## src/common/modulo_timer_pkg.sv

```systemverilog
// package of constants for the modulo timer block
`default_nettype none
package modulo_timer_pkg;
  // register byte offsets over apb
  localparam logic [3:0] status_control_off = 4'h0;
  localparam logic [3:0] clock_config_off = 4'h4;
  localparam logic [3:0] count_value_off = 4'h8;
  localparam logic [3:0] wrap_limit_off = 4'hc;
  // status/control field positions
  localparam int flag_bit = 7;
  localparam int irq_en_bit = 6;
  localparam int reset_bit = 5;
  localparam int halt_bit = 4;
  // clock config field positions
  localparam int src_lo = 4;
  localparam int ps_hi = 3;
  // reset values
  localparam logic [7:0] count_rst = 8'h00;
  localparam logic [7:0] wrap_rst = 8'h00;
  localparam logic [1:0] src_rst = 2'h0;
  localparam logic [3:0] ps_rst = 4'h0;
  localparam logic halt_rst = 1'b1;
  // largest prescale code
  localparam logic [3:0] ps_max = 4'h8;
  // source select codes
  typedef enum logic [1:0] {
    modulo_timer_src_bus = 2'b00,
    modulo_timer_src_fixed = 2'b01,
    modulo_timer_src_pin_fall = 2'b10,
    modulo_timer_src_pin_rise = 2'b11
  } modulo_timer_src_e;
endpackage
`default_nettype wire

```

## src/modulo_timer_timer.sv

```systemverilog
// 8-bit modulo timer with prescaler and apb register slave
`default_nettype none
module modulo_timer_timer (
  input wire logic sys_clk,
  input wire logic resetn,
  input wire logic psel,
  input wire logic penable,
  input wire logic pwrite,
  input wire logic [3:0] paddr,
  input wire logic [31:0] pwdata,
  output logic [31:0] prdata,
  output logic pready,
  output logic pslverr,
  input wire logic ext_count_pin,
  input wire logic fixed_freq_clock,
  input wire logic stop_mode,
  input wire logic stop_exit_reset,
  input wire logic debug_active,
  output logic timer_irq
);

  // ==========================================================
  // reset release
  logic rst_meta;
  logic rst_n;
  // two stages so release is synchronous to sys_clk
  always_ff @(posedge sys_clk or negedge resetn) begin
    if (!resetn) begin
      rst_meta <= 1'b0;
      rst_n <= 1'b0;
    end else begin
      rst_meta <= 1'b1;
      rst_n <= rst_meta;
    end
  end

  // ==========================================================
  // registers and decode
  logic [7:0] count;
  logic [7:0] wrap_limit;
  logic [1:0] source_select;
  logic [3:0] prescale_select;
  logic counter_halt;
  logic overflow_flag;
  logic overflow_irq_enable;
  logic flag_seen;
  logic [7:0] presc;
  logic wr_en;
  logic rd_en;
  logic tick;
  logic wrap_now;
  logic sc_wr;
  logic mod_wr;
  logic trst_wr;
  logic soft_init;

  // access phase completes in one cycle, zero wait states
  assign wr_en = psel && penable && pwrite;
  assign rd_en = psel && penable && !pwrite;
  assign sc_wr = wr_en && paddr == modulo_timer_pkg::status_control_off;
  assign mod_wr = wr_en && paddr == modulo_timer_pkg::wrap_limit_off;
  assign trst_wr = sc_wr && pwdata[modulo_timer_pkg::reset_bit];
  // stop exit through reset reinitialises everything
  assign soft_init = stop_exit_reset;

  // decode of prescale code to a ripple tap
  function automatic logic [3:0] ps_clip(input logic [3:0] code);
    // codes above 8 saturate to divide by 256
    ps_clip = (code > modulo_timer_pkg::ps_max) ? modulo_timer_pkg::ps_max : code;
  endfunction

  // ==========================================================
  // external pin sync and edge detect
  logic pin_s1;
  logic pin_s2;
  logic pin_s3;
  logic ff_s1;
  logic ff_s2;
  logic ff_s3;
  // two flops before any logic reads the pin
  always_ff @(posedge sys_clk or negedge rst_n) begin
    if (!rst_n) begin
      pin_s1 <= 1'b0;
      pin_s2 <= 1'b0;
      pin_s3 <= 1'b0;
      ff_s1 <= 1'b0;
      ff_s2 <= 1'b0;
      ff_s3 <= 1'b0;
    end else begin
      pin_s1 <= ext_count_pin;
      pin_s2 <= pin_s1;
      pin_s3 <= pin_s2;
      ff_s1 <= fixed_freq_clock;
      ff_s2 <= ff_s1;
      ff_s3 <= ff_s2;
    end
  end

  // source edge pulse, one bus cycle wide
  logic src_pulse;
  always_comb begin
    // one pulse per qualifying synchronised edge
    case (modulo_timer_pkg::modulo_timer_src_e'(source_select))
      modulo_timer_pkg::modulo_timer_src_bus: src_pulse = 1'b1;
      modulo_timer_pkg::modulo_timer_src_fixed: src_pulse = ff_s2 && !ff_s3;
      // pin used only for the upper two codes
      modulo_timer_pkg::modulo_timer_src_pin_fall: src_pulse = !pin_s2 && pin_s3;
      modulo_timer_pkg::modulo_timer_src_pin_rise: src_pulse = pin_s2 && !pin_s3;
      default: src_pulse = 1'b1;
    endcase
  end

  // counting permitted: halted by bit, stop mode, or debug
  logic run;
  // wait mode has no input: counting simply continues
  // stop mode gates the counter regardless of settings
  assign run = !counter_halt && !stop_mode && !debug_active && !stop_exit_reset;

  // ==========================================================
  // prescaler
  logic [8:0] presc_next;
  assign presc_next = {1'b0, presc} + 9'h001;
  // tick when all low bits of the ripple reach one
  always_comb begin
    logic [3:0] tap;
    tap = ps_clip(prescale_select);
    if (tap == 4'h0) begin
      tick = run && src_pulse;
    end else begin
      tick = run && src_pulse && ((presc & ((8'h01 << tap) - 8'h01)) ==
        ((8'h01 << tap) - 8'h01));
    end
  end

  // prescaler advances on each selected source edge
  // source or ratio changes leave prescaler and counter as they are
  always_ff @(posedge sys_clk or negedge rst_n) begin
    if (!rst_n) begin
      presc <= 8'h00;
    end else if (soft_init || trst_wr || mod_wr) begin
      presc <= 8'h00;
    end else if (run && src_pulse) begin
      presc <= presc_next[7:0];
    end
  end

  // ==========================================================
  // counter
  // wrap when count equals a nonzero limit
  // limit zero runs free through 8'hff
  assign wrap_now = tick && (wrap_limit == 8'h00 ? count == 8'hff : count == wrap_limit);

  always_ff @(posedge sys_clk or negedge rst_n) begin
    if (!rst_n) begin
      count <= modulo_timer_pkg::count_rst;
    end else if (soft_init || trst_wr || mod_wr) begin
      count <= modulo_timer_pkg::count_rst;
    end else if (wrap_now) begin
      count <= 8'h00;
    end else if (tick) begin
      count <= count + 8'h01;
    end
  end

  // ==========================================================
  // overflow flag with read-then-write clear
  logic flag_clr;
  // write of zero needs an earlier read seeing the flag set
  assign flag_clr = sc_wr && !pwdata[modulo_timer_pkg::flag_bit] && flag_seen;
  always_ff @(posedge sys_clk or negedge rst_n) begin
    if (!rst_n) begin
      overflow_flag <= 1'b0;
      flag_seen <= 1'b0;
    end else if (soft_init) begin
      overflow_flag <= 1'b0;
      flag_seen <= 1'b0;
    end else begin
      if (wrap_now) begin
        // set wins over any bus clear in the same cycle
        overflow_flag <= 1'b1;
      end else if (flag_clr || trst_wr || mod_wr) begin
        // reset bit or limit write clears flag
        overflow_flag <= 1'b0;
      end
      if (rd_en && paddr == modulo_timer_pkg::status_control_off && overflow_flag) begin
        flag_seen <= 1'b1;
      end else if (sc_wr || !overflow_flag) begin
        flag_seen <= 1'b0;
      end
    end
  end

  // ==========================================================
  // control registers
  always_ff @(posedge sys_clk or negedge rst_n) begin
    if (!rst_n) begin
      overflow_irq_enable <= 1'b0;
      counter_halt <= modulo_timer_pkg::halt_rst;
      source_select <= modulo_timer_pkg::src_rst;
      prescale_select <= modulo_timer_pkg::ps_rst;
      wrap_limit <= modulo_timer_pkg::wrap_rst;
    end else if (soft_init) begin
      overflow_irq_enable <= 1'b0;
      counter_halt <= modulo_timer_pkg::halt_rst;
      source_select <= modulo_timer_pkg::src_rst;
      prescale_select <= modulo_timer_pkg::ps_rst;
      wrap_limit <= modulo_timer_pkg::wrap_rst;
    end else begin
      // low nibble of status write ignored
      if (sc_wr) begin
        overflow_irq_enable <= pwdata[modulo_timer_pkg::irq_en_bit];
        counter_halt <= pwdata[modulo_timer_pkg::halt_bit];
      end
      if (wr_en && paddr == modulo_timer_pkg::clock_config_off) begin
        source_select <= pwdata[modulo_timer_pkg::src_lo +: 2];
        prescale_select <= pwdata[modulo_timer_pkg::ps_hi:0];
      end
      if (mod_wr) begin
        wrap_limit <= pwdata[7:0];
      end
    end
  end

  // ==========================================================
  // apb read data and response
  always_ff @(posedge sys_clk or negedge rst_n) begin
    if (!rst_n) begin
      prdata <= 32'h0000_0000;
      pready <= 1'b0;
      pslverr <= 1'b0;
    end else begin
      // ready in the access cycle after setup
      pready <= psel && !penable;
      pslverr <= psel && !penable && paddr[1:0] != 2'b00;
      prdata <= 32'h0000_0000;
      if (psel && !penable && !pwrite) begin
        case (paddr)
          modulo_timer_pkg::status_control_off:
            prdata[7:0] <= {overflow_flag, overflow_irq_enable, 1'b0, counter_halt, 4'h0};
          modulo_timer_pkg::clock_config_off: prdata[7:0] <= {2'b00, source_select, prescale_select};
          modulo_timer_pkg::count_value_off: prdata[7:0] <= count;
          modulo_timer_pkg::wrap_limit_off: prdata[7:0] <= wrap_limit;
          default: prdata <= 32'h0000_0000;
        endcase
      end
    end
  end

  // ==========================================================
  // interrupt request
  // irq follows flag when enabled
  // state kept over stop, so a pending irq survives interrupt exit
  always_ff @(posedge sys_clk or negedge rst_n) begin
    if (!rst_n) begin
      timer_irq <= 1'b0;
    end else begin
      timer_irq <= overflow_flag && overflow_irq_enable && !stop_exit_reset;
    end
  end

  // ==========================================================
  // assertions
  a_wrap_sets_flag: assert property (@(posedge sys_clk) disable iff (!rst_n)
    wrap_now && !soft_init |=> overflow_flag && count == 8'h00)
    else $error("wrap did not set flag");
  a_trst_clears: assert property (@(posedge sys_clk) disable iff (!rst_n)
    trst_wr && !wrap_now |=> count == 8'h00 && !overflow_flag)
    else $error("counter reset failed");
  a_mod_write_clears: assert property (@(posedge sys_clk) disable iff (!rst_n)
    mod_wr && !wrap_now |=> count == 8'h00 && !overflow_flag && wrap_limit == $past(pwdata[7:0]))
    else $error("modulo write failed");
  a_halt_holds: assert property (@(posedge sys_clk) disable iff (!rst_n)
    counter_halt && !trst_wr && !mod_wr && !soft_init |=> $stable(count))
    else $error("count moved while halted");
  a_stop_holds: assert property (@(posedge sys_clk) disable iff (!rst_n)
    stop_mode && !trst_wr && !mod_wr && !soft_init |=> $stable(count))
    else $error("count moved in stop");
  a_debug_holds: assert property (@(posedge sys_clk) disable iff (!rst_n)
    debug_active && !trst_wr && !mod_wr && !soft_init |=> $stable(count))
    else $error("count moved in debug");
  a_blind_clear: assert property (@(posedge sys_clk) disable iff (!rst_n)
    overflow_flag && sc_wr && !flag_seen && !trst_wr |=> overflow_flag)
    else $error("flag cleared without read");
  a_irq_follows: assert property (@(posedge sys_clk) disable iff (!rst_n)
    overflow_flag && overflow_irq_enable && !stop_exit_reset |=> timer_irq)
    else $error("irq missing");
  a_bus_ticks: assert property (@(posedge sys_clk) disable iff (!rst_n)
    run && source_select == 2'b00 && prescale_select == 4'h0 |-> tick)
    else $error("divide by one missed");
  a_stop_reset: assert property (@(posedge sys_clk) disable iff (!rst_n)
    stop_exit_reset |=> counter_halt && count == 8'h00 && wrap_limit == 8'h00)
    else $error("stop reset incomplete");
  // read-back shape of status and release of the request line
  a_status_shape: assert property (@(posedge sys_clk) disable iff (!rst_n)
    pready && !pwrite && paddr == modulo_timer_pkg::status_control_off |-> prdata[5] == 1'b0 && prdata[3:0] == 4'h0)
    else $error("status read shape wrong");
  a_irq_release: assert property (@(posedge sys_clk) disable iff (!rst_n)
    !overflow_flag |=> !timer_irq)
    else $error("irq held without flag");
  c_wrap: cover property (@(posedge sys_clk) disable iff (!rst_n) wrap_now && wrap_limit != 8'h00);
  c_free: cover property (@(posedge sys_clk) disable iff (!rst_n) wrap_now && wrap_limit == 8'h00);
  c_pin: cover property (@(posedge sys_clk) disable iff (!rst_n) tick && source_select[1]);
  c_clear: cover property (@(posedge sys_clk) disable iff (!rst_n) flag_clr);

endmodule
`default_nettype wire

```

## config.mk

```make
export PLATFORM = sky130hd
export DESIGN_NAME = modulo_timer_timer
export DESIGN_NICKNAME = d
export VERILOG_FILES = /design/src/common/modulo_timer_pkg.sv /design/src/modulo_timer_timer.sv
export SDC_FILE = /design/constraint.sdc
export NUM_CORES = 1
export LEC_CHECK = 0
export BUFFER_PORTS_ARGS = -buffer_cell sky130_fd_sc_hd__buf_4
export CORE_ASPECT_RATIO = 0.8
export CORE_UTILIZATION = 48
export CTS_BUF_LIST = sky130_fd_sc_hd__clkbuf_8
export CTS_CLUSTER_DIAMETER = 100
export CTS_CLUSTER_SIZE = 24
export DETAILED_ROUTE_END_ITERATION = 8
export PLACE_DENSITY = 0.79
export SYNTH_ARGS = -nofsm -noshare
export SYNTH_HDL_FRONTEND = slang
export SYNTH_SLANG_ARGS = --single-unit
```

## constraint.sdc

```tcl
create_clock -name sys_clk -period 2.8 [get_ports sys_clk]
set_input_delay 0.14 -clock sys_clk [delete_from_list [all_inputs] [get_ports sys_clk]]
set_output_delay 0.14 -clock sys_clk [all_outputs]
set_load 0.01 [all_outputs]
```

# After elaboration in Yosys (flattened, before gate mapping)
# Cells that the tools add are included.
[totals] register_bits=77 wordCells=116 output_inout_bits=35 in_bits=46
[op_classes] bitwise_logic=1 add_sub_neg=3 eq_ne=9 shifts=1 n_lt_le_gt_ge=1 n_reduce_logical=53 mux=27
[op_table] cell="$mux 8" count=8
[op_table] cell="$pmux 8 s4" count=1
[op_table] cell="$logic_and 1x1->1" count=25
[op_table] cell="$add 8x1->8 const B" count=2
[op_table] cell="$eq 8x8->1" count=2
[op_table] cell="$mux 1" count=12
[op_table] cell="$mux 4" count=3
[op_table] cell="$logic_not 1->1" count=11
[op_table] cell="$reduce_bool 2->1" count=5
[op_table] cell="$reduce_bool 3->1" count=3
[op_table] cell="$and 8x8->8" count=1
[op_table] cell="$eq 4x4->1 const B" count=2
[op_table] cell="$eq 8x8->1 const B" count=1
[op_table] cell="$logic_not 4->1" count=2
[op_table] cell="$logic_not 8->1" count=1
[op_table] cell="$shl 1x4->8 const A" count=1
[op_table] cell="$sub 8x1->8 const B" count=1
[op_table] cell="$logic_or 1x1->1" count=5
[op_table] cell="$eq 2x2->1 const B" count=2
[op_table] cell="$eq 4x3->1 const B" count=1
[op_table] cell="$gt 4x4->1 const B" count=1
[op_table] cell="$mux 2" count=2
[op_table] cell="$pmux 1 s4" count=1
[op_table] cell="$eq 2x1->1 const B" count=1
[op_table] cell="$logic_not 2->1" count=1

# Depth between registers and ports, before layout
# Gate-level depths: netlist of the first run.
[depth] ltp_word=11 depth_mapped=10

# Worst setup path after synthesis of the first run
# Ideal clock, no wire load.
[synth_path] kind="reg2reg" startpoint="reg prescale_select[3]" endpoint="reg count[6]" t_arrival_ps=2269 path_stages_with_launch=11 n_path_buf=1 setup_time_ps=127 setup_slack_ps=404 t_required_ps=2673 period_less_slack_ps=2396 path_cell_list="dfrtp_1 buf_2 nor3_1 nand2b_1 ha_1 o21ai_0 a211oi_1 o221ai_1 a211o_2 and3_1 nand3b_1"
[synth_between] elab_chain_cells=11
[synth_lines] element="start: declaration" line="modulo_timer_timer.sv:42" source="logic [3:0] prescale_select;"
[synth_lines] element="start signal: assignment" line="modulo_timer_timer.sv:200" source="prescale_select <= modulo_timer_pkg::ps_rst;"
[synth_lines] element="start signal: assignment" line="modulo_timer_timer.sv:206" source="prescale_select <= modulo_timer_pkg::ps_rst;"
[synth_lines] element="start signal: assignment" line="modulo_timer_timer.sv:216" source="prescale_select <= pwdata[modulo_timer_pkg::ps_hi:0];"
[synth_lines] element="$gt 4x4->1" line="modulo_timer_timer.sv:69" source="ps_clip = (code > modulo_timer_pkg::ps_max) ? modulo_timer_pkg::ps_max : code;"
[synth_lines] element="$mux 4 *" line="modulo_timer_timer.sv:69"
[synth_lines] element="$shl 1x4->8" line="modulo_timer_timer.sv:130, modulo_timer_timer.sv:131"
[synth_lines] element="$sub 8x1->8" line="modulo_timer_timer.sv:130, modulo_timer_timer.sv:131"
[synth_lines] element="$and 8x8->8" line="modulo_timer_timer.sv:130" source="tick = run && src_pulse && ((presc & ((8'h01 << tap) - 8'h01)) =="
[synth_lines] element="$eq 8x8->1" line="modulo_timer_timer.sv:130"
[synth_lines] element="$logic_and 1x1->1" line="modulo_timer_timer.sv:130"
[synth_lines] element="$mux 1 *" line="modulo_timer_timer.sv:127" source="if (tap == 4'h0) begin"
[synth_lines] element="$logic_and 1x1->1" line="modulo_timer_timer.sv:151" source="assign wrap_now = tick && (wrap_limit == 8'h00 ? count == 8'hff : count == wrap_limit);"
[synth_lines] element="$mux 8" line="modulo_timer_timer.sv:158" source="end else if (wrap_now) begin"
[synth_lines] element="$mux 8" line="modulo_timer_timer.sv:156" source="end else if (soft_init || trst_wr || mod_wr) begin"
[synth_lines] element="end signal: assignment" line="modulo_timer_timer.sv:155" source="count <= modulo_timer_pkg::count_rst;"
[synth_lines] element="end signal: assignment" line="modulo_timer_timer.sv:157" source="count <= modulo_timer_pkg::count_rst;"
[synth_lines] element="end signal: assignment" line="modulo_timer_timer.sv:161" source="count <= count + 8'h01;"
[synth_lines] element="end: declaration" line="modulo_timer_timer.sv:39" source="logic [7:0] count;"
# Mark *: on every way between the ends. The rest lies on a longest branch, timed or not.
# A chain may end at the register's enable or synchronous reset.

# Final worst setup path of the first run
[layout_path] startpoint="reg prescale_select[3]" endpoint="reg count[7]"
# The elaborated chain is that of the path after synthesis.

==> flow_summary.yaml, run 1 <==
run_status:
  status: "completed"
placed_design:
  io_buffers: 32
  place_inst: 408
  gp_congestion: 0.842
  place_ws_ps: 333
  dp_hpwl_mm: 4.31
critical_path:
  cp_slowest_stage_delay_ps: 460
  crit_path_end_kind: "flip-flop"
  start_kind: "flip-flop"
  cp.arrival_ps: 2770
  worstPathRequired_ps: 3050
  path_delay_family: "compound AO/OA/AOI/OAI gates"
  reg2reg_slack_ps: 290
  cp_cell_sequence: "nor3_1, nand2b_1, ha_1, o21ai_0, a211oi_1, o221ai_1, a211oi_2, buf_4, nand4_1, nand3b_1"
  crit_buf_inv: 1
  slowest_stage: "a211oi_2"
  path_class: "flip-flop to flip-flop"
  crit_path_max_fanout: 4
power:
  p_per_area_nw_per_um2: 405
  ir_drop_mv: 0.262
  leakage_uw: 0.00161
synthesis:
  ys_warn_count: 0
  netlist_area_sq_um: 3010
  ys_seq_area_share_pct: 44.1
  syn_inst: 306
  yosysUniqueCellTypes: 57
  async_reset_ff_share_pct: 100
  synth_seq_cells: 53
  avgSynthCellArea_sq_um: 9.84
  synth_flop_cell: "dfrtp_1"
  synth-edff-count: 0
final_layout:
  fin_util_pct: 56.4
  diodes: 0
  fin_nets: 387
  final_common_cell: "dfrtp_1"
  finalNonFillerCells: 420
  area_delta_synth_final_pct: 12.0
  drive_above_1_share_pct: 21.5
  final_cell_mix: "51 x dfrtp_1, 40 x buf_4, 33 x nor2_1"
global_routing:
  grt_max_degree: 52
  grt_pass1_vias: 2031
  antenna_found_initial: 0
  grt_pass1_wl_mm: 10.2
  grt_usage_pct: 19.4
  overflow: 0
routing:
  firstDrtPassIters: 4
  ant_nets: 0
  vias_per_cell: 5.60
  routedWlPerCell_microns: 14.7
  num_vias: 2351
  drt_wl_total_mm: 6.18
  drtIter0Drc: 197
  drc: 0
timing:
  fin_hold_ws_ps: 75.4
  rsz0062_at_grt: "false"
  finalClockSkew_ps: 15.4
  layout_setup_ws_ps: 288
  worst_pin_slew_ps: 1090
  fin_setup_tns_ps: 0
  fin_crit_sh_pct: 89.7
  slew_viol_final: 0
  finalSetupViolCount: 0
  finalHoldViolCount: 0
  maxSlewHeadroom_pct: 27.2
  max_freq_ghz: 0.398
  layout_min_cycle_time_ps: 2510
floorplanning:
  row_count: 25
  initial_core_util_pct: 50.4
  die_h_microns: 72.8
  coreArea_sq_um: 5970
  die-width_microns: 90.6
  ioPinCount: 81
  dieArea_sq_um: 6600
cts:
  cts_tree: "built"
  clkLatencyLatePin_ps: 320
  cts-root-buf: "clkbuf_8"
  clockBufferDepth: 2
  cts-hold-fix-buffers: 4
  cts_resized: 0
  htreeDepth: 2
  cts_buffers: 5
  postCtsSetupBuffers: 0
  cts.sink_count: 53
  clkTransAtPathRegs_ps: 100
min_path:
  hp-class: "primary input to flip-flop"
run:
  max_cap_viol_count: 0
synthesized netlist by cell type, drive strengths merged (3+ instances only):
library cell | count | area, sq um
and3b | 3 | 26.3
mux2 | 7 | 78.8
buf | 30 | 221
xnor2 | 5 | 43.8
dfrtp | 52 | 1300
xor2 | 7 | 61.3
o22ai | 4 | 25.0
nor4 | 3 | 48.8
o21ai | 5 | 25.0
nand3b | 4 | 30.0
clkbuf | 12 | 45.0
nand4 | 13 | 81.3
nor3 | 3 | 15.0
nand2 | 23 | 88.8
ha | 3 | 37.5
nor2 | 33 | 124
nor2b | 4 | 25.0
and3 | 8 | 50.1
a21oi | 14 | 70.1
nor3b | 3 | 22.5
nand3 | 16 | 80.1
a211o | 3 | 28.8
a22oi | 10 | 75.1
mux2i | 9 | 90.1
flip-flops by register name (all words and copies together), names as in the netlist, 2 cells and up:
signal and count:
count 8, prdata 8, presc 8, prescale_select 4, source_select 2, wrap_limit 8
final cells by class:
class,instances,area (sq um)
clock buffer,5,68.8
clock inverter,3,28.8
fill,512,2600
inverter,1,3.75
multi-input combinational,233,1500
sequential,53,1330
tap,81,101
timing repair buffer,44,340
metrics by stage:
step / power [uW] / instance area (sq um)
after floorplan: 880 / 3100
after detailed placement: 900 / 3230
after CTS: 1370 / 3370
after global placement: 898 / 3230
final: 1360 / 3370
after global routing: 1410 / 3370
final timing paths:
kind	cells after the start	start	endpoint
min in group asynchronous	2	resetn	rst_n$_DFF_PN0_
max in group asynchronous	1	rst_n$_DFF_PN0_	counter_halt$_DFFE_PN1P_
worst max register to register	10	prescale_select[3]$_DFFE_PN0P_	count[7]$_DFFE_PN0P_
worst min-delay path	3	pwdata[2]	prescale_select[2]$_DFFE_PN0P_
worst max-delay path	10	prescale_select[3]$_DFFE_PN0P_	count[7]$_DFFE_PN0P_
worst min register to register	0	ff_s1$_DFF_PN0_	ff_s2$_DFF_PN0_
cells by family after synthesis:
group / Yosys count / share of synthesized area [%]
XOR/XNOR: 12 / 3.49
buffers and inverters: 43 / 8.97
flip-flops: 53 / 44.1
multiplexers: 17 / 6.36
adder cells (fa/ha/maj): 3 / 1.25
other: 2 / 0.249
AO/OA/AOI/OAI: 51 / 12.4
AND/OR/NAND/NOR: 125 / 23.2
metal layers:
metal  GRT usage (%)  wire [microns]  share of wire (%)
met1            29.3            2930                 47
met2            28.5            2750                 44
met3            3.02             428                6.9
met4            6.27              80                1.3
met5               0               0                  0
worst register-to-register path: cells and delay by family (launching register included):
kind / cells / cell delay [ps]
AO/OA/AOI/OAI: 4 / 930
adder cells (fa/ha/maj): 1 / 300
buffers and inverters: 1 / 210
flip-flops: 1 / 390
AND/OR/NAND/NOR: 4 / 610
power by group:
part	switching [uW]	internal, uW	leakage [uW]
Clock	286	188	0.0000506
Sequential	17.2	773	0.000716
Combinational	57.8	41.8	0.000842
Total	361	1000	0.00161
(Power assumes the default switching activity.)
==> run 2: changes to the inputs <==
--- a/config.mk
+++ b/config.mk
@@ -7,12 +7,12 @@
 export LEC_CHECK = 0
 export BUFFER_PORTS_ARGS = -buffer_cell sky130_fd_sc_hd__buf_4
 export CORE_ASPECT_RATIO = 0.8
-export CORE_UTILIZATION = 48
+export CORE_UTILIZATION = 30
 export CTS_BUF_LIST = sky130_fd_sc_hd__clkbuf_8
 export CTS_CLUSTER_DIAMETER = 100
 export CTS_CLUSTER_SIZE = 24
 export DETAILED_ROUTE_END_ITERATION = 8
-export PLACE_DENSITY = 0.79
+export PLACE_DENSITY = 0.56
 export SYNTH_ARGS = -nofsm -noshare
 export SYNTH_HDL_FRONTEND = slang
 export SYNTH_SLANG_ARGS = --single-unit
==> run 2 against run 1 <==
  * Critical path depth fell by 1
  * Maximum frequency shrank 2.2%
  * Global-route usage fell by 5.9 points
  * Sequential share of layout area is 0.80 points lower
  * Flip-flop and latch count unchanged
  * Routed wire length is 6.4% higher
  * Highest routed layer unchanged
==> flow_summary.yaml, run 2 (synthesis results as in run 1) <==
floorplanning:
  die-width_microns: 114
  dieArea_sq_um: 10400
  ioPinCount: 81
  coreArea_sq_um: 9690
  initial_core_util_pct: 31.1
  die_h_microns: 91.6
  row_count: 32
timing:
  layout_min_cycle_time_ps: 2570
  finalHoldViolCount: 0
  slew_viol_final: 0
  max_freq_ghz: 0.389
  finalClockSkew_ps: 6.57
  fin_crit_sh_pct: 91.7
  finalSetupViolCount: 0
  worst_pin_slew_ps: 644
  fin_setup_tns_ps: 0
  fin_hold_ws_ps: 81.8
  maxSlewHeadroom_pct: 57.1
  rsz0062_at_grt: "false"
critical_path:
  r2r_start: "prescale_select[3]$_DFFE_PN0P_"
  reg2reg_depth: 9
  r2r-end: "count[7]$_DFFE_PN0P_"
  start_kind: "flip-flop"
  crit_path_max_fanout: 8
  crit_path_end_kind: "flip-flop"
  cp.arrival_ps: 2760
  reg2reg_slack_ps: 230
  worstPathRequired_ps: 2990
  path_class: "flip-flop to flip-flop"
global_routing:
  grt_max_degree: 22
  overflow: 0
  grt_pass1_vias: 2189
  antenna_found_initial: 0
  grt_usage_pct: 13.4
  grt_pass1_wl_mm: 11.2
routing:
  ant_nets: 0
  num_vias: 2329
  firstDrtPassIters: 4
  drtIter0Drc: 117
  drc: 0
  drt_wl_total_mm: 6.58
  routedWlPerCell_microns: 13.8
  vias_per_cell: 4.90
min_path:
  hp-class: "primary input to flip-flop"
  holdCritStartpoint: "pwdata[3]"
  min_path_cells: 3
  hold_end: "wrap_limit[3]$_DFFE_PN0P_"
power:
  p_per_area_nw_per_um2: 390
  finalPower_uw: 1340
  ir_drop_mv: 0.215
  leakage_uw: 0.00160
final_layout:
  final_common_cell: "dfrtp_1"
  seq_area_sq_um: 1330
  drive_above_1_share_pct: 21.8
  final_cell_mix: "51 x dfrtp_1, 40 x buf_4, 33 x nor2_1"
  diodes: 0
  multi_input_area_sq_um: 1510
  area_delta_synth_final_pct: 14.3
  fillers: 991
  fin_nets: 387
placed_design:
  dp_hpwl_mm: 4.82
  io_buffers: 32
  gp_congestion: 0.762
cts:
  cts_buffers: 5
  cts_tree: "built"
  cts.sink_count: 53
  clkLatencyLatePin_ps: 310
  postCtsSetupBuffers: 0
  clockBufferDepth: 2
  clkTransAtPathRegs_ps: 100
  cts-root-buf: "clkbuf_8"
  htreeDepth: 2
run:
  max_cap_viol_count: 0
run_status:
  status: "completed"
run 2: per-layer routing:
layer / vias to the layer above / routed length (microns) / part of all wire, % / GRT usage, %
met5: - / 0 / 0 / 0
met4: 0 / 29 / 0.44 / 1.95
met3: 4 / 317 / 4.8 / 3.11
met2: 64 / 2790 / 42 / 19.1
met1: 1148 / 3440 / 52 / 20.9
li1: 1113 / - / - / -
run 2: power breakdown:
group,internal (uW),switching (uW),total (uW)
Sequential,773,9.20,783
Combinational,42.5,67.1,110
Clock,181,269,450
Total,997,345,1340
run 2: how the worst max path moves through the flow:
stage | start | cells past startpoint | endpoint
after floorplan | prescale_select[3]$_DFFE_PN0P_ | 10 | count[6]$_DFFE_PN0P_
after global placement | prescale_select[3]$_DFFE_PN0P_ | 9 | count[6]$_DFFE_PN0P_
after detailed placement | prescale_select[3]$_DFFE_PN0P_ | 9 | count[4]$_DFFE_PN0P_
after CTS | prescale_select[3]$_DFFE_PN0P_ | 9 | count[7]$_DFFE_PN0P_
after global routing | prescale_select[3]$_DFFE_PN0P_ | 9 | count[4]$_DFFE_PN0P_
final | prescale_select[3]$_DFFE_PN0P_ | 9 | count[7]$_DFFE_PN0P_
run 2: final cells by class:
type,count,area share (%)
sequential,53,38.6
inverter,1,0.109
clock inverter,3,0.727
clock buffer,5,2.00
timing repair buffer,44,9.89
tap,136,4.94
multi-input combinational,233,43.7
run 2: stage by stage:
stage	std cells	worst slack [ps]	util [%]	area (sq um)
2_1_floorplan	329	404	-	3100
3_5_place_dp	463	184	34.1	3300
6_report	475	232	35.5	3440
5_1_grt	475	27.5	35.5	3440
4_1_cts	475	149	35.5	3440
3_3_place_gp	463	145	34.1	3300
run 2: timing repair:
action                     CTS  global route
hold endpoints to repair     5             0
setup endpoints to repair    0             4
hold buffers                 4             0
resized for setup            0             1
run 2: critical path: stages, from the launching register on:
cell and delay, ps:
dfrtp_1 410, nor3_2 250, nand2b_1 150, ha_1 300
o21ai_0 90, a211oi_1 240, o221ai_1 200, a211o_2 470
and3_1 200, nand3b_1 150
